$ cat config.mk
export PLATFORM = sky130hd
export DESIGN_NAME = motor_pwm_control_regs
export DESIGN_NICKNAME = d
export VERILOG_FILES = /design/src/design/motor_pwm_control_regs.v
export VERILOG_INCLUDE_DIRS = /design/src /design/src/inc
export SDC_FILE = /design/constraint.sdc
export NUM_CORES = 1
export LEC_CHECK = 0
export BUFFER_PORTS_ARGS = -buffer_cell sky130_fd_sc_hd__buf_2
export CAP_MARGIN = 25
export CORE_MARGIN = 10
export CORE_UTILIZATION = 35
export DETAILED_ROUTE_END_ITERATION = 6
export PLACE_DENSITY = 0.58
export SLEW_MARGIN = 20
export SYNTH_ARGS = -nofsm -noshare
export SYNTH_HDL_FRONTEND = slang
export SYNTH_SLANG_ARGS = --single-unit
$ cat constraint.sdc
create_clock -name clk_sys -period 7.3 [get_ports clk_sys]
set_input_delay 0.365 -clock clk_sys [delete_from_list [all_inputs] [get_ports clk_sys]]
set_output_delay 0.365 -clock clk_sys [all_outputs]
set_load 0.01 [all_outputs]
$ cat src/inc/motor_pwm_defines.vh
`ifndef MOTOR_PWM_DEFINES_VH
`define MOTOR_PWM_DEFINES_VH

// Register addresses
`define ADDR_CTL_A 12'hf20
`define ADDR_CTL_B 12'hf21
`define ADDR_DEADBAND 12'hf22
`define ADDR_MIN_PULSE 12'hf23
`define ADDR_STATUS 12'hf25
`define ADDR_OFF_SELECT 12'hf27
`define ADDR_DUTY_BASE 12'hf30
`define ADDR_PERIOD 12'hf38
`define ADDR_COUNT_SOURCE 12'hf39

// Duty registers sit at base plus 0..5
`define DUTY_COUNT 3'h6

// Control A fields
`define CTL_A_OFF_BIT 7
`define CTL_A_SEL_BIT 6
`define CTL_A_ALIGN_BIT 5
`define CTL_A_TRIG_BIT 3
`define CTL_A_READY_BIT 1
`define CTL_A_EN_BIT 0
`define CTL_A_WMASK 8'heb

// Control B fields
`define CTL_B_RATE_HI 7
`define CTL_B_RATE_LO 6
`define CTL_B_INDEP_BIT 5
`define CTL_B_POL_HI 4
`define CTL_B_POL_LO 2
`define CTL_B_CLOCK_DIVIDER_HI 1
`define CTL_B_CLOCK_DIVIDER_LO 0

// Status fields
`define STATUS_RELOAD_BIT 7

// Reset values
`define RST_CTL_A 8'h00
`define RST_CTL_B 8'h00
`define RST_DEADBAND 8'h01
`define RST_MIN_PULSE 8'h00
`define RST_OFF_SELECT 6'h00
`define RST_PERIOD 8'hff
`define RST_DUTY 8'h00

`endif

$ cat src/design/motor_pwm_control_regs.v
// Strobed register access is this design's own decision.
`timescale 1ns/10ps
`default_nettype none
`include "motor_pwm_defines.vh"

// Contract
// Outputs-off clear forces off-state immediately
// Outputs-off set restores control at reload
// Selective-off forces selected outputs off
// Alignment bit picks edge or center
// Converter trigger pulses only when enabled
// Software writes zero to reserved bits
// Ready clear blocks working register copy
// Ready set copies holding values at reload
// Enable clear stops counter, outputs off
// Enable set runs modulator, drives outputs
// Reload rate buffered, applied at period end
// Reload every 1, 2, 4, 8 periods
// Independent bit selects pairs or six channels
// Polarity bit inverts its channel pair
// Prescaler divides input by 1,2,4,8
// Prescaler buffered, applied at reload event
// Deadband holds both pair outputs deasserted
// Deadband and minimum width locked while enabled
// Minimum pulse width in modulator cycles
// Off-select bit holds output in off-state
// Reload flag latches, write one clears
// Deadband in ticks, short pulses suppressed
module motor_pwm_control_regs (
  input wire clk_sys,
  input wire reset_n,
  input wire [11:0] addr,
  input wire [7:0] wdata,
  input wire wr_strobe,
  input wire rd_strobe,
  output reg [7:0] rdata,
  input wire external_count_input,
  output reg [5:0] pwm_out,
  output reg pwm_out_en,
  output reg converter_trigger
);

  ////////////////////////////////////////////////////////////////////////////
  // Software visible state

  reg [7:0] ctl_a;
  reg [7:0] ctl_b;
  reg [7:0] deadband_count;
  reg [7:0] min_pulse_width;
  reg [5:0] output_off_select;
  reg count_source;
  reg [7:0] period_hold;
  reg [7:0] duty_hold [0:5];
  reg reload_flag;

  // Working copies used by the counter and comparators
  reg [7:0] period_work;
  reg [7:0] duty_work [0:5];
  reg [1:0] clock_divider_work;
  reg [1:0] rate_work;

  // Counter state
  reg [2:0] pre_cnt;
  reg [2:0] rate_cnt;
  reg [7:0] cnt;
  reg count_up;
  reg mod_ctl;
  reg ext_s1;
  reg ext_s2;
  reg ext_s3;

  reg [7:0] next_rdata;
  wire [5:0] next_out;
  integer i;
  integer j;

  // Control field aliases
  wire outputs_off_ctl = ctl_a[`CTL_A_OFF_BIT];
  wire selective_off_ctl = ctl_a[`CTL_A_SEL_BIT];
  wire align = ctl_a[`CTL_A_ALIGN_BIT];
  wire converter_trigger_en = ctl_a[`CTL_A_TRIG_BIT];
  wire ready = ctl_a[`CTL_A_READY_BIT];
  wire modulator_enable = ctl_a[`CTL_A_EN_BIT];
  wire [1:0] reload_rate = ctl_b[`CTL_B_RATE_HI:`CTL_B_RATE_LO];
  wire independent_channels = ctl_b[`CTL_B_INDEP_BIT];
  wire [2:0] pair_invert = ctl_b[`CTL_B_POL_HI:`CTL_B_POL_LO];
  wire [1:0] clock_divider = ctl_b[`CTL_B_CLOCK_DIVIDER_HI:`CTL_B_CLOCK_DIVIDER_LO];

  // Address decode
  wire [11:0] duty_base = `ADDR_DUTY_BASE;
  wire duty_hit = (addr[11:3] == duty_base[11:3]) && (addr[2:0] < `DUTY_COUNT);
  wire wr_ctl_a = wr_strobe && (addr == `ADDR_CTL_A);
  wire wr_ctl_b = wr_strobe && (addr == `ADDR_CTL_B);
  wire wr_db = wr_strobe && (addr == `ADDR_DEADBAND);
  wire wr_mpw = wr_strobe && (addr == `ADDR_MIN_PULSE);
  wire wr_status = wr_strobe && (addr == `ADDR_STATUS);
  wire wr_off = wr_strobe && (addr == `ADDR_OFF_SELECT);
  wire wr_period = wr_strobe && (addr == `ADDR_PERIOD);
  wire wr_source = wr_strobe && (addr == `ADDR_COUNT_SOURCE);
  wire wr_duty = wr_strobe && duty_hit;

  ////////////////////////////////////////////////////////////////////////////
  // Timing chain

  // Divider end values 0, 1, 3 or 7: cycles of 1, 2, 4 or 8 counts
  wire [2:0] pre_max = {&clock_divider_work, clock_divider_work[1], |clock_divider_work};
  wire [2:0] rate_max = {&rate_work, rate_work[1], |rate_work};

  // Rising edge of the synchronised external count input
  wire ext_rise = ext_s2 && !ext_s3;
  wire base_tick = count_source ? ext_rise : 1'b1;
  wire tick = modulator_enable && base_tick && (pre_cnt == pre_max);

  // End of a period in either alignment
  wire edge_wrap = ({1'b0, cnt} + 9'h001) >= {1'b0, period_work};
  wire center_end = (period_work == 8'h00) || (!count_up && (cnt <= 8'h01));
  wire period_end = tick && (align ? center_end : edge_wrap);
  wire reload = period_end && (rate_cnt >= rate_max);

  ////////////////////////////////////////////////////////////////////////////
  // Register writes

  // Holding registers and control bits
  always @(posedge clk_sys or negedge reset_n) begin
    if (!reset_n) begin
      ctl_a <= `RST_CTL_A;
      ctl_b <= `RST_CTL_B;
      deadband_count <= `RST_DEADBAND;
      min_pulse_width <= `RST_MIN_PULSE;
      output_off_select <= `RST_OFF_SELECT;
      count_source <= 1'b0;
      period_hold <= `RST_PERIOD;
      for (i = 0; i < 6; i = i + 1) begin
        duty_hold[i] <= `RST_DUTY;
      end
    end else begin
      if (wr_ctl_a) begin
        // Reserved positions are dropped and read back as zero
        ctl_a <= wdata & `CTL_A_WMASK;
      end
      if (wr_ctl_b) begin
        if (modulator_enable) begin
          // Channel mode is frozen while running
          ctl_b <= {wdata[7:6], ctl_b[`CTL_B_INDEP_BIT], wdata[4:0]};
        end else begin
          ctl_b <= wdata;
        end
      end
      if (wr_db && !modulator_enable) begin
        deadband_count <= wdata;
      end
      if (wr_mpw && !modulator_enable) begin
        min_pulse_width <= wdata;
      end
      if (wr_off) begin
        output_off_select <= wdata[5:0];
      end
      if (wr_source) begin
        count_source <= wdata[0];
      end
      if (wr_period) begin
        period_hold <= wdata;
      end
      if (wr_duty) begin
        duty_hold[addr[2:0]] <= wdata;
      end
    end
  end

  // Reload flag: a reload in the clearing cycle wins
  always @(posedge clk_sys or negedge reset_n) begin
    if (!reset_n) begin
      reload_flag <= 1'b0;
    end else if (reload) begin
      reload_flag <= 1'b1;
    end else if (wr_status && wdata[`STATUS_RELOAD_BIT]) begin
      reload_flag <= 1'b0;
    end
  end

  ////////////////////////////////////////////////////////////////////////////
  // Working registers

  // Stopped: follow holding values; running: copy at a ready reload, reload rate at every period end
  always @(posedge clk_sys or negedge reset_n) begin
    if (!reset_n) begin
      period_work <= `RST_PERIOD;
      clock_divider_work <= 2'h0;
      rate_work <= 2'h0;
      for (j = 0; j < 6; j = j + 1) begin
        duty_work[j] <= `RST_DUTY;
      end
    end else begin
      if (!modulator_enable || (reload && ready)) begin
        period_work <= period_hold;
        clock_divider_work <= clock_divider;
        for (j = 0; j < 6; j = j + 1) begin
          duty_work[j] <= duty_hold[j];
        end
      end
      if (!modulator_enable || period_end) begin
        rate_work <= reload_rate;
      end
    end
  end

  ////////////////////////////////////////////////////////////////////////////
  // Master counter

  // External count input synchroniser and edge stage
  always @(posedge clk_sys or negedge reset_n) begin
    if (!reset_n) begin
      ext_s1 <= 1'b0;
      ext_s2 <= 1'b0;
      ext_s3 <= 1'b0;
    end else begin
      ext_s1 <= external_count_input;
      ext_s2 <= ext_s1;
      ext_s3 <= ext_s2;
    end
  end

  // Prescaler, period counter and up/down master counter
  always @(posedge clk_sys or negedge reset_n) begin
    if (!reset_n) begin
      pre_cnt <= 3'h0;
      rate_cnt <= 3'h0;
      cnt <= 8'h00;
      count_up <= 1'b1;
    end else if (!modulator_enable) begin
      pre_cnt <= 3'h0;
      rate_cnt <= 3'h0;
      cnt <= 8'h00;
      count_up <= 1'b1;
    end else begin
      if (base_tick) begin
        pre_cnt <= (pre_cnt == pre_max) ? 3'h0 : pre_cnt + 3'h1;
      end
      if (period_end) begin
        rate_cnt <= reload ? 3'h0 : rate_cnt + 3'h1;
      end
      if (tick) begin
        if (period_end) begin
          cnt <= 8'h00;
          count_up <= 1'b1;
        end else if (align) begin
          if (count_up && (cnt >= period_work)) begin
            count_up <= 1'b0;
            cnt <= cnt - 8'h01;
          end else if (count_up) begin
            cnt <= cnt + 8'h01;
          end else begin
            cnt <= cnt - 8'h01;
          end
        end else begin
          cnt <= cnt + 8'h01;
        end
      end
    end
  end

  // Modulator pin ownership
  always @(posedge clk_sys or negedge reset_n) begin
    if (!reset_n) begin
      mod_ctl <= 1'b0;
    end else if (!outputs_off_ctl) begin
      mod_ctl <= 1'b0;
    end else if (reload) begin
      mod_ctl <= 1'b1;
    end
  end

  ////////////////////////////////////////////////////////////////////////////
  // Output shaping

  // Clamp a duty so neither the on nor the off part is below the minimum
  function [7:0] shape_duty;
    input [7:0] d;
    input [7:0] p;
    input [7:0] m;
    begin
      if ((d != 8'h00) && (d < m)) begin
        shape_duty = 8'h00;
      end else if ((d < p) && ((p - d) < m)) begin
        shape_duty = p;
      end else begin
        shape_duty = d;
      end
    end
  endfunction

  // Outputs may follow the modulator only with all gates open
  wire active = modulator_enable && mod_ctl && outputs_off_ctl;

  genvar k;
  generate
    for (k = 0; k < 3; k = k + 1) begin : pair
      reg prev_h;
      reg [7:0] db_cnt;
      wire [7:0] duty_h = shape_duty(duty_work[2*k], period_work, min_pulse_width);
      wire [7:0] duty_l = shape_duty(duty_work[2*k+1], period_work, min_pulse_width);
      wire raw_h = cnt < duty_h;
      wire raw_l = cnt < duty_l;
      // Both sides low from a change of the high side until the count runs out
      wire hold = ((raw_h != prev_h) && (deadband_count != 8'h00)) || (db_cnt != 8'h00);
      wire comp_h = raw_h && !hold;
      wire comp_l = !raw_h && !hold;
      wire drive_h = independent_channels ? raw_h : comp_h;
      wire drive_l = independent_channels ? raw_l : comp_l;
      wire off_h = selective_off_ctl && output_off_select[2*k];
      wire off_l = selective_off_ctl && output_off_select[2*k+1];

      // Deadband timer counted in prescaled ticks
      always @(posedge clk_sys or negedge reset_n) begin
        if (!reset_n) begin
          prev_h <= 1'b0;
          db_cnt <= 8'h00;
        end else if (!modulator_enable) begin
          prev_h <= 1'b0;
          db_cnt <= 8'h00;
        end else if (raw_h != prev_h) begin
          prev_h <= raw_h;
          db_cnt <= deadband_count;
        end else if (tick && (db_cnt != 8'h00)) begin
          db_cnt <= db_cnt - 8'h01;
        end
      end

      // Off-state is a low pin; polarity applies to modulated drive only
      assign next_out[2*k] = (active && !off_h) ? (drive_h ^ pair_invert[k]) : 1'b0;
      assign next_out[2*k+1] = (active && !off_l) ? (drive_l ^ pair_invert[k]) : 1'b0;
    end
  endgenerate

  // Pin drive, output enables and converter trigger
  always @(posedge clk_sys or negedge reset_n) begin
    if (!reset_n) begin
      pwm_out <= 6'h00;
      pwm_out_en <= 1'b0;
      converter_trigger <= 1'b0;
    end else begin
      pwm_out <= next_out;
      pwm_out_en <= modulator_enable;
      converter_trigger <= converter_trigger_en && period_end;
    end
  end

  ////////////////////////////////////////////////////////////////////////////
  // Register reads

  // Read mux; buffered fields return their holding value
  always @* begin
    next_rdata = 8'h00;
    if (duty_hit) begin
      next_rdata = duty_hold[addr[2:0]];
    end else begin
      case (addr)
        `ADDR_CTL_A: next_rdata = ctl_a;
        `ADDR_CTL_B: next_rdata = ctl_b;
        `ADDR_DEADBAND: next_rdata = deadband_count;
        `ADDR_MIN_PULSE: next_rdata = min_pulse_width;
        `ADDR_STATUS: next_rdata = {reload_flag, 7'h00};
        `ADDR_OFF_SELECT: next_rdata = {2'h0, output_off_select};
        `ADDR_PERIOD: next_rdata = period_hold;
        `ADDR_COUNT_SOURCE: next_rdata = {7'h00, count_source};
        default: next_rdata = 8'h00;
      endcase
    end
  end

  // Read data stands only in the cycle after the strobe
  always @(posedge clk_sys or negedge reset_n) begin
    if (!reset_n) begin
      rdata <= 8'h00;
    end else if (rd_strobe) begin
      rdata <= next_rdata;
    end else begin
      rdata <= 8'h00;
    end
  end

endmodule

`default_nettype wire

Word-level counts from Yosys, hierarchy flattened
Index checks and enable logic that the tools add are counted.

Divide/modulo/power cells: 0. Shift-type cells: 0. Reduce and logical (&&, ||, !) cells: 100. Multiplexer cells: 71. Bitwise logic cells: 8. $lt $le $gt $ge: 31. Equality and inequality tests: 25. Multiply operators: 0. Add/subtract/negate cells: 14.

Operators with widths (count): $mux W8 (32); $lt A8 B8 Y1 (24); $eq A12 B12 Y1 const B (8); $reduce_bool A8 Y1 (10); $pmux W8 S8 (1); $logic_and A1 B1 Y1 (61); $bwmux W48 (1); $sub A8 B8 Y8 (6); $sub A8 B1 Y8 const B (4); $mux W1 (29); $bmux W8 S3 (1); $demux W8 S3 (1); $mux W3 (6); $logic_not A1 Y1 (15); $ne A3 B1 Y1 const B (5); $ne A2 B1 Y1 const B (7); $add A8 B1 Y9 const B (1); $eq A9 B9 Y1 const B (1); $ge A9 B8 Y1 (1); $add A8 B1 Y8 const B (1); $ge A8 B8 Y1 (1); $le A8 B1 Y1 const B (1); $logic_not A8 Y1 (1); $add A3 B1 Y3 const B (2); other kinds (14) (29).

RAM bits: 0. Bits in read-only memories: 0. Memories: 0. Latch bits: 0. Bits in registers: 216. Logic and storage cells: 291.

Logic depth before layout (Yosys ltp)
Depth after elaboration: 14. Gate-level depth with buffers: 29. Gate-level depth less buffers: 27.

Least setup slack after synthesis
Ideal clock, no wire load.

Path type: register -> register. Start point: register period_work[1]. End point: register pair[2].db_cnt[6]. Buffers on the path: 3. Data required time: 7200 ps. Data arrival time: 5401 ps. Cell stages (with the launch flop): 27. Setup slack: 1800 ps. Setup time: 100 ps. Clock period less this slack: 5500 ps. Cells stage by stage: dfstp_2 > inv_1 > fa_1 > nand2b_1 > a21oi_1 > a21o_1 > a21oi_1 > xnor2_1 > ha_1 > and3_1 > o21ai_0 > o311ai_1 > nor2_1 > clkbuf_1 > o21ai_0 > nand2_1 > ha_1 > a21o_1 > a21o_1 > a21o_1 > nor3_1 > o31a_1 > or3_1 > clkbuf_1 > clkbuf_1 > a21oi_1 > a311oi_1.

Longest elaborated chain between the ends: 9. Elaborated cells between the ends (all ways): 11.

Ends and longest elaborated chain: start, declared (line motor_pwm_control_regs.v:57) `reg [7:0] period_work;`; start signal, assigned (line motor_pwm_control_regs.v:187) `` period_work <= `RST_PERIOD; ``; start signal, assigned (line motor_pwm_control_regs.v:195) `period_work <= period_hold;`; $sub A8 B8 Y8 (line motor_pwm_control_regs.v:284) `end else if ((d < p) && ((p - d) < m)) begin`; $lt A8 B8 Y1 (line motor_pwm_control_regs.v:284); $logic_and A1 B1 Y1 (line motor_pwm_control_regs.v:284); $mux W8 * (line motor_pwm_control_regs.v:284); $mux W8 * (line motor_pwm_control_regs.v:282) `if ((d != 8'h00) && (d < m)) begin`; $lt A8 B8 Y1 * (line motor_pwm_control_regs.v:302) `wire raw_h = cnt < duty_h;`; $ne A1 B1 Y1 * (line motor_pwm_control_regs.v:321) `end else if (raw_h != prev_h) begin`; $mux W8 (line motor_pwm_control_regs.v:321); $mux W8 (line motor_pwm_control_regs.v:318) `end else if (!modulator_enable) begin`; end signal, assigned (line motor_pwm_control_regs.v:323) `db_cnt <= deadband_count;`; end signal, assigned (line motor_pwm_control_regs.v:325) `db_cnt <= db_cnt - 8'h01;`; end, declared (line motor_pwm_control_regs.v:299) `reg [7:0] db_cnt;`.

Mark *: on every way between the ends. The rest lies on a longest branch, timed or not. A chain may end at the register's enable or synchronous reset.

Worst setup path in the final report
Start point: register period_work[0]. End point: register pair[2].db_cnt[7].

The elaborated chain is that of the path after synthesis.

==> flow_summary.json <==
{
  "cts.sinks": 216,
  "rsz0062_at_grt": "false",
  "crit_slowest_cell": "dfstp_2",
  "synth_enable_flop_cells": 0,
  "hp-class": "input port to register",
  "boundaryPins": 41,
  "synthTopCellsByCount": "204 x ha_1, 198 x dfrtp_1, 134 x nand2_1",
  "synth.top_cell.area_share_pct": 30.31,
  "ys_seq_area_share_pct": 33.20,
  "nets": 1966,
  "n_antenna_cell": 0,
  "wl_per_cell_um": 21.48,
  "drive_above_1_share_pct": 16.82,
  "powerDensity_nw_per_um2": 145.5,
  "grt_start_max_net_pins": 81,
  "cp.arrival_ns": 6.87,
  "syn_inst": 1685,
  "worst_slew_pin_slew_ns": 0.9958,
  "maxSlewViolCount": 0,
  "syn_area_um2": 16350,
  "cap_viol_max_count": 0,
  "crit_path_end_kind": "register",
  "power_frac_clock_pct": 49.1,
  "wirelength_mm": 50.58,
  "start_util_pct": 35.27,
  "core-area_um2": 46360,
  "worst-setup-path-type": "register to register",
  "postSynthAreaPerCell_um2": 9.703,
  "stdcell_area_um2": 18230,
  "power_switching_uw": 629.7,
  "crit_buf_inv": 1,
  "synth.most_common_cell": "ha_1",
  "ctsResizeCount": 0,
  "grt_pass1_wl_mm": 78.82,
  "cts_tree": "built",
  "synth_area_leaders": "dfrtp_1 30%, ha_1 16%, mux2_2 8.6%, nand2_1 3.1%, o21ai_0 3.0%",
  "yosysWarningCount": 0,
  "fin_skew_ns": 0.02968,
  "p_leak_uw": 0.008590,
  "synthDistinctLibCells": 87,
  "power_frac_seq_pct": 45.6,
  "period_needed_ns": 6.423,
  "via_count": 13460,
  "dr.pass1.iters": 5,
  "die_w_um": 236.1,
  "timing.fmax_mhz": 155.7,
  "critPathRequiredTime_ns": 7.74,
  "grt_pass1_vias": 13530,
  "placed_area_um2": 17330,
  "gp_congestion": 0.9285,
  "crit_family": "compound AO/OA/AOI/OAI gates",
  "start_kind": "register",
  "drt_iter0_markers": 1079,
  "comb_power_share_pct": 5.4,
  "clock_path_buffers": 3,
  "vias_per_cell": 5.714,
  "antenna_found_initial": 0,
  "max_slew_margin_pct": 33.06,
  "cts_root_buf": "clkbuf_16",
  "track_usage_pct": 17.67,
  "synth_seq_cells": 216,
  "path_max_fanout": 16,
  "overflow": 0,
  "h-tree-depth": 1,
  "max-vdd-ir-drop_mv": 0.2121,
  "finalHoldViolCount": 0,
  "cts.reportedPaths.clkPinSlew_ns": 0.07,
  "p_int_uw": 2023,
  "dp_hpwl_mm": 37.63,
  "fin_util_pct": 39.33,
  "async_flop_share_pct": 100.0,
  "clkLatencyLatePin_ns": 0.55,
  "path_cells": "inv_1, ha_1, fa_1, nand2b_1, a21oi_1, a21o_1, a21oi_1, xnor2_1, ha_1, and3_1, o21ai_0, o311ai_1, nor2_1, a21oi_1, or2_2, ha_1, a21o_1, a21o_1, a21o_1, nor3_1, o31a_1, or3_1, a21oi_1, a311oi_1",
  "max_stage_delay_ns": 0.66,
  "post_cts_buffers": 0,
  "yosysTopAreaCell": "dfrtp_1",
  "switching_share_pct": 23.74,
  "status": "finished clean",
  "rows": 79,
  "cts_buffers": 23,
  "fin_setup_tns_ns": 0,
  "dieHeight_um": 236.1,
  "setup-violations-final": 0,
  "final.period_utilization_pct": 87.99,
  "dominantRegCellSynth": "dfrtp_1",
  "synthToLayoutAreaGrowth_pct": 11.52,
  "port_buffers": 40,
  "drtAntennaViolNets": 0,
  "n_fill_cell": 4506,
  "post-route-drc-count": 0,
  "synth_nets": 1920,
  "die_area_um2": 55760
}
[per-layer routing]
metal	track usage [%]	share of wire, %
met1	23.48	46
met2	29.23	46
met3	2.476	5.8
met4	5.231	2.5
met5	0	0
[power groups by stage]
stage	registers, µW	logic, µW	clock network (µW)
finish	1210	142	1300
floorplan	1230	79.4	0
global placement	1230	137	0
global route	1210	159	1370
CTS	1210	142	1330
detailed placement	1230	140	0
[flip-flops by register name, indices dropped and copies added, names as in the netlist, 6 cells and up]
signal and flops:
pair.db_cnt 24, period_work 8, rdata 8, min_pulse_width 8
period_hold 8, deadband_count 8, output_off_select 6, ctl_b 8
cnt 8, ctl_a 6, pwm_out 6, duty_work 48
duty_hold 48
[kinds of logic (layout without fill, tap and decap cells)]
group | count (synthesis) | in the layout | share of synthesized area [%]
mux | 182 | 182 | 12.88
compound gates | 401 | 401 | 16.71
buf+inv | 164 | 227 | 3.956
fa+ha+maj | 210 | 210 | 16.35
flops | 216 | 216 | 33.20
simple gates | 452 | 452 | 13.65
xor+xnor | 60 | 60 | 3.260
[cell type report]
cell class,count,area (µm²),area share [%]
clock buffers,28,634.4,3.479
clock inverters,14,211.5,1.160
inverters,113,424.2,2.326
multi-input cells,1305,10280,56.40
flip-flops and latches,216,5428,29.77
well taps,607,759.5,4.166
repair buffers,72,493.0,2.704
[cell usage in the layout, fill, tap and decap left out, types with 7 or more instances in the layout]
| cell | count |
|---|---|
| o31ai_1 | 8 |
| xnor2_1 | 38 |
| buf_2 | 39 |
| dfstp_2 | 18 |
| nand2_1 | 134 |
| dfrtp_1 | 198 |
| a21boi_0 | 10 |
| nand3_1 | 42 |
| a311oi_1 | 8 |
| inv_1 | 112 |
| nor3_1 | 15 |
| buf_4 | 27 |
| mux2i_1 | 27 |
| nor4_1 | 19 |
| ha_1 | 204 |
| a211oi_2 | 7 |
| nor2_1 | 109 |
| a21o_1 | 50 |
| mux2_2 | 125 |
| xor2_1 | 21 |
| o22ai_1 | 9 |
| nand2b_1 | 32 |
| a211oi_1 | 21 |
| a22oi_1 | 7 |
| nor2b_1 | 8 |
| o21a_1 | 12 |
| clkbuf_16 | 23 |
| a31oi_1 | 12 |
| a21oi_1 | 75 |
| or3_1 | 8 |
| o21ai_0 | 99 |
| nand4_1 | 33 |
| mux2_1 | 22 |
| and3_1 | 9 |
| mux4_2 | 8 |
[stage by stage]
| stage | hold slack, ns | power (µW) | setup WS (ns) | std cells |
|---|---|---|---|---|
| after detailed placement | 0.3380 | 1370 | 0.9712 | 2309 |
| after floorplan | 0.06941 | 1306 | 1.800 | 1685 |
| final | 0.2158 | 2652 | 0.8768 | 2355 |
| after global routing | 0.2230 | 2740 | 0.3532 | 2355 |
| after CTS | 0.1992 | 2677 | 0.9514 | 2353 |
| after global placement | 0.3367 | 1367 | 1.176 | 2307 |
[what timing repair did]
item                       4_1_cts  5_1_grt
hold endpoints to repair        62        0
setup endpoints to repair        0        0
hold buffers                     2        0
[worst min-delay path: cells and delay by family]
family | cells | cell delay [ns]
AO/OA/AOI/OAI | 2 | 0.13
buffers and inverters | 1 | 0.15
AND/OR/NAND/NOR | 1 | 0.07
[worst paths after layout]
check                                          to           start  cells past startpoint  slack (ns)
max in group asynchronous       deadband_count[6]         reset_n                      3        5.68
worst min register to register             ext_s2          ext_s1                      0        0.36
worst max register to register  pair[2].db_cnt[7]  period_work[0]                     24        0.88
worst min-delay path                  reload_flag       wr_strobe                      4        0.22
worst max-delay path            pair[2].db_cnt[7]  period_work[0]                     24        0.88
min in group asynchronous              pwm_out[1]         reset_n                      2        0.36
(Power assumes the default switching activity.)
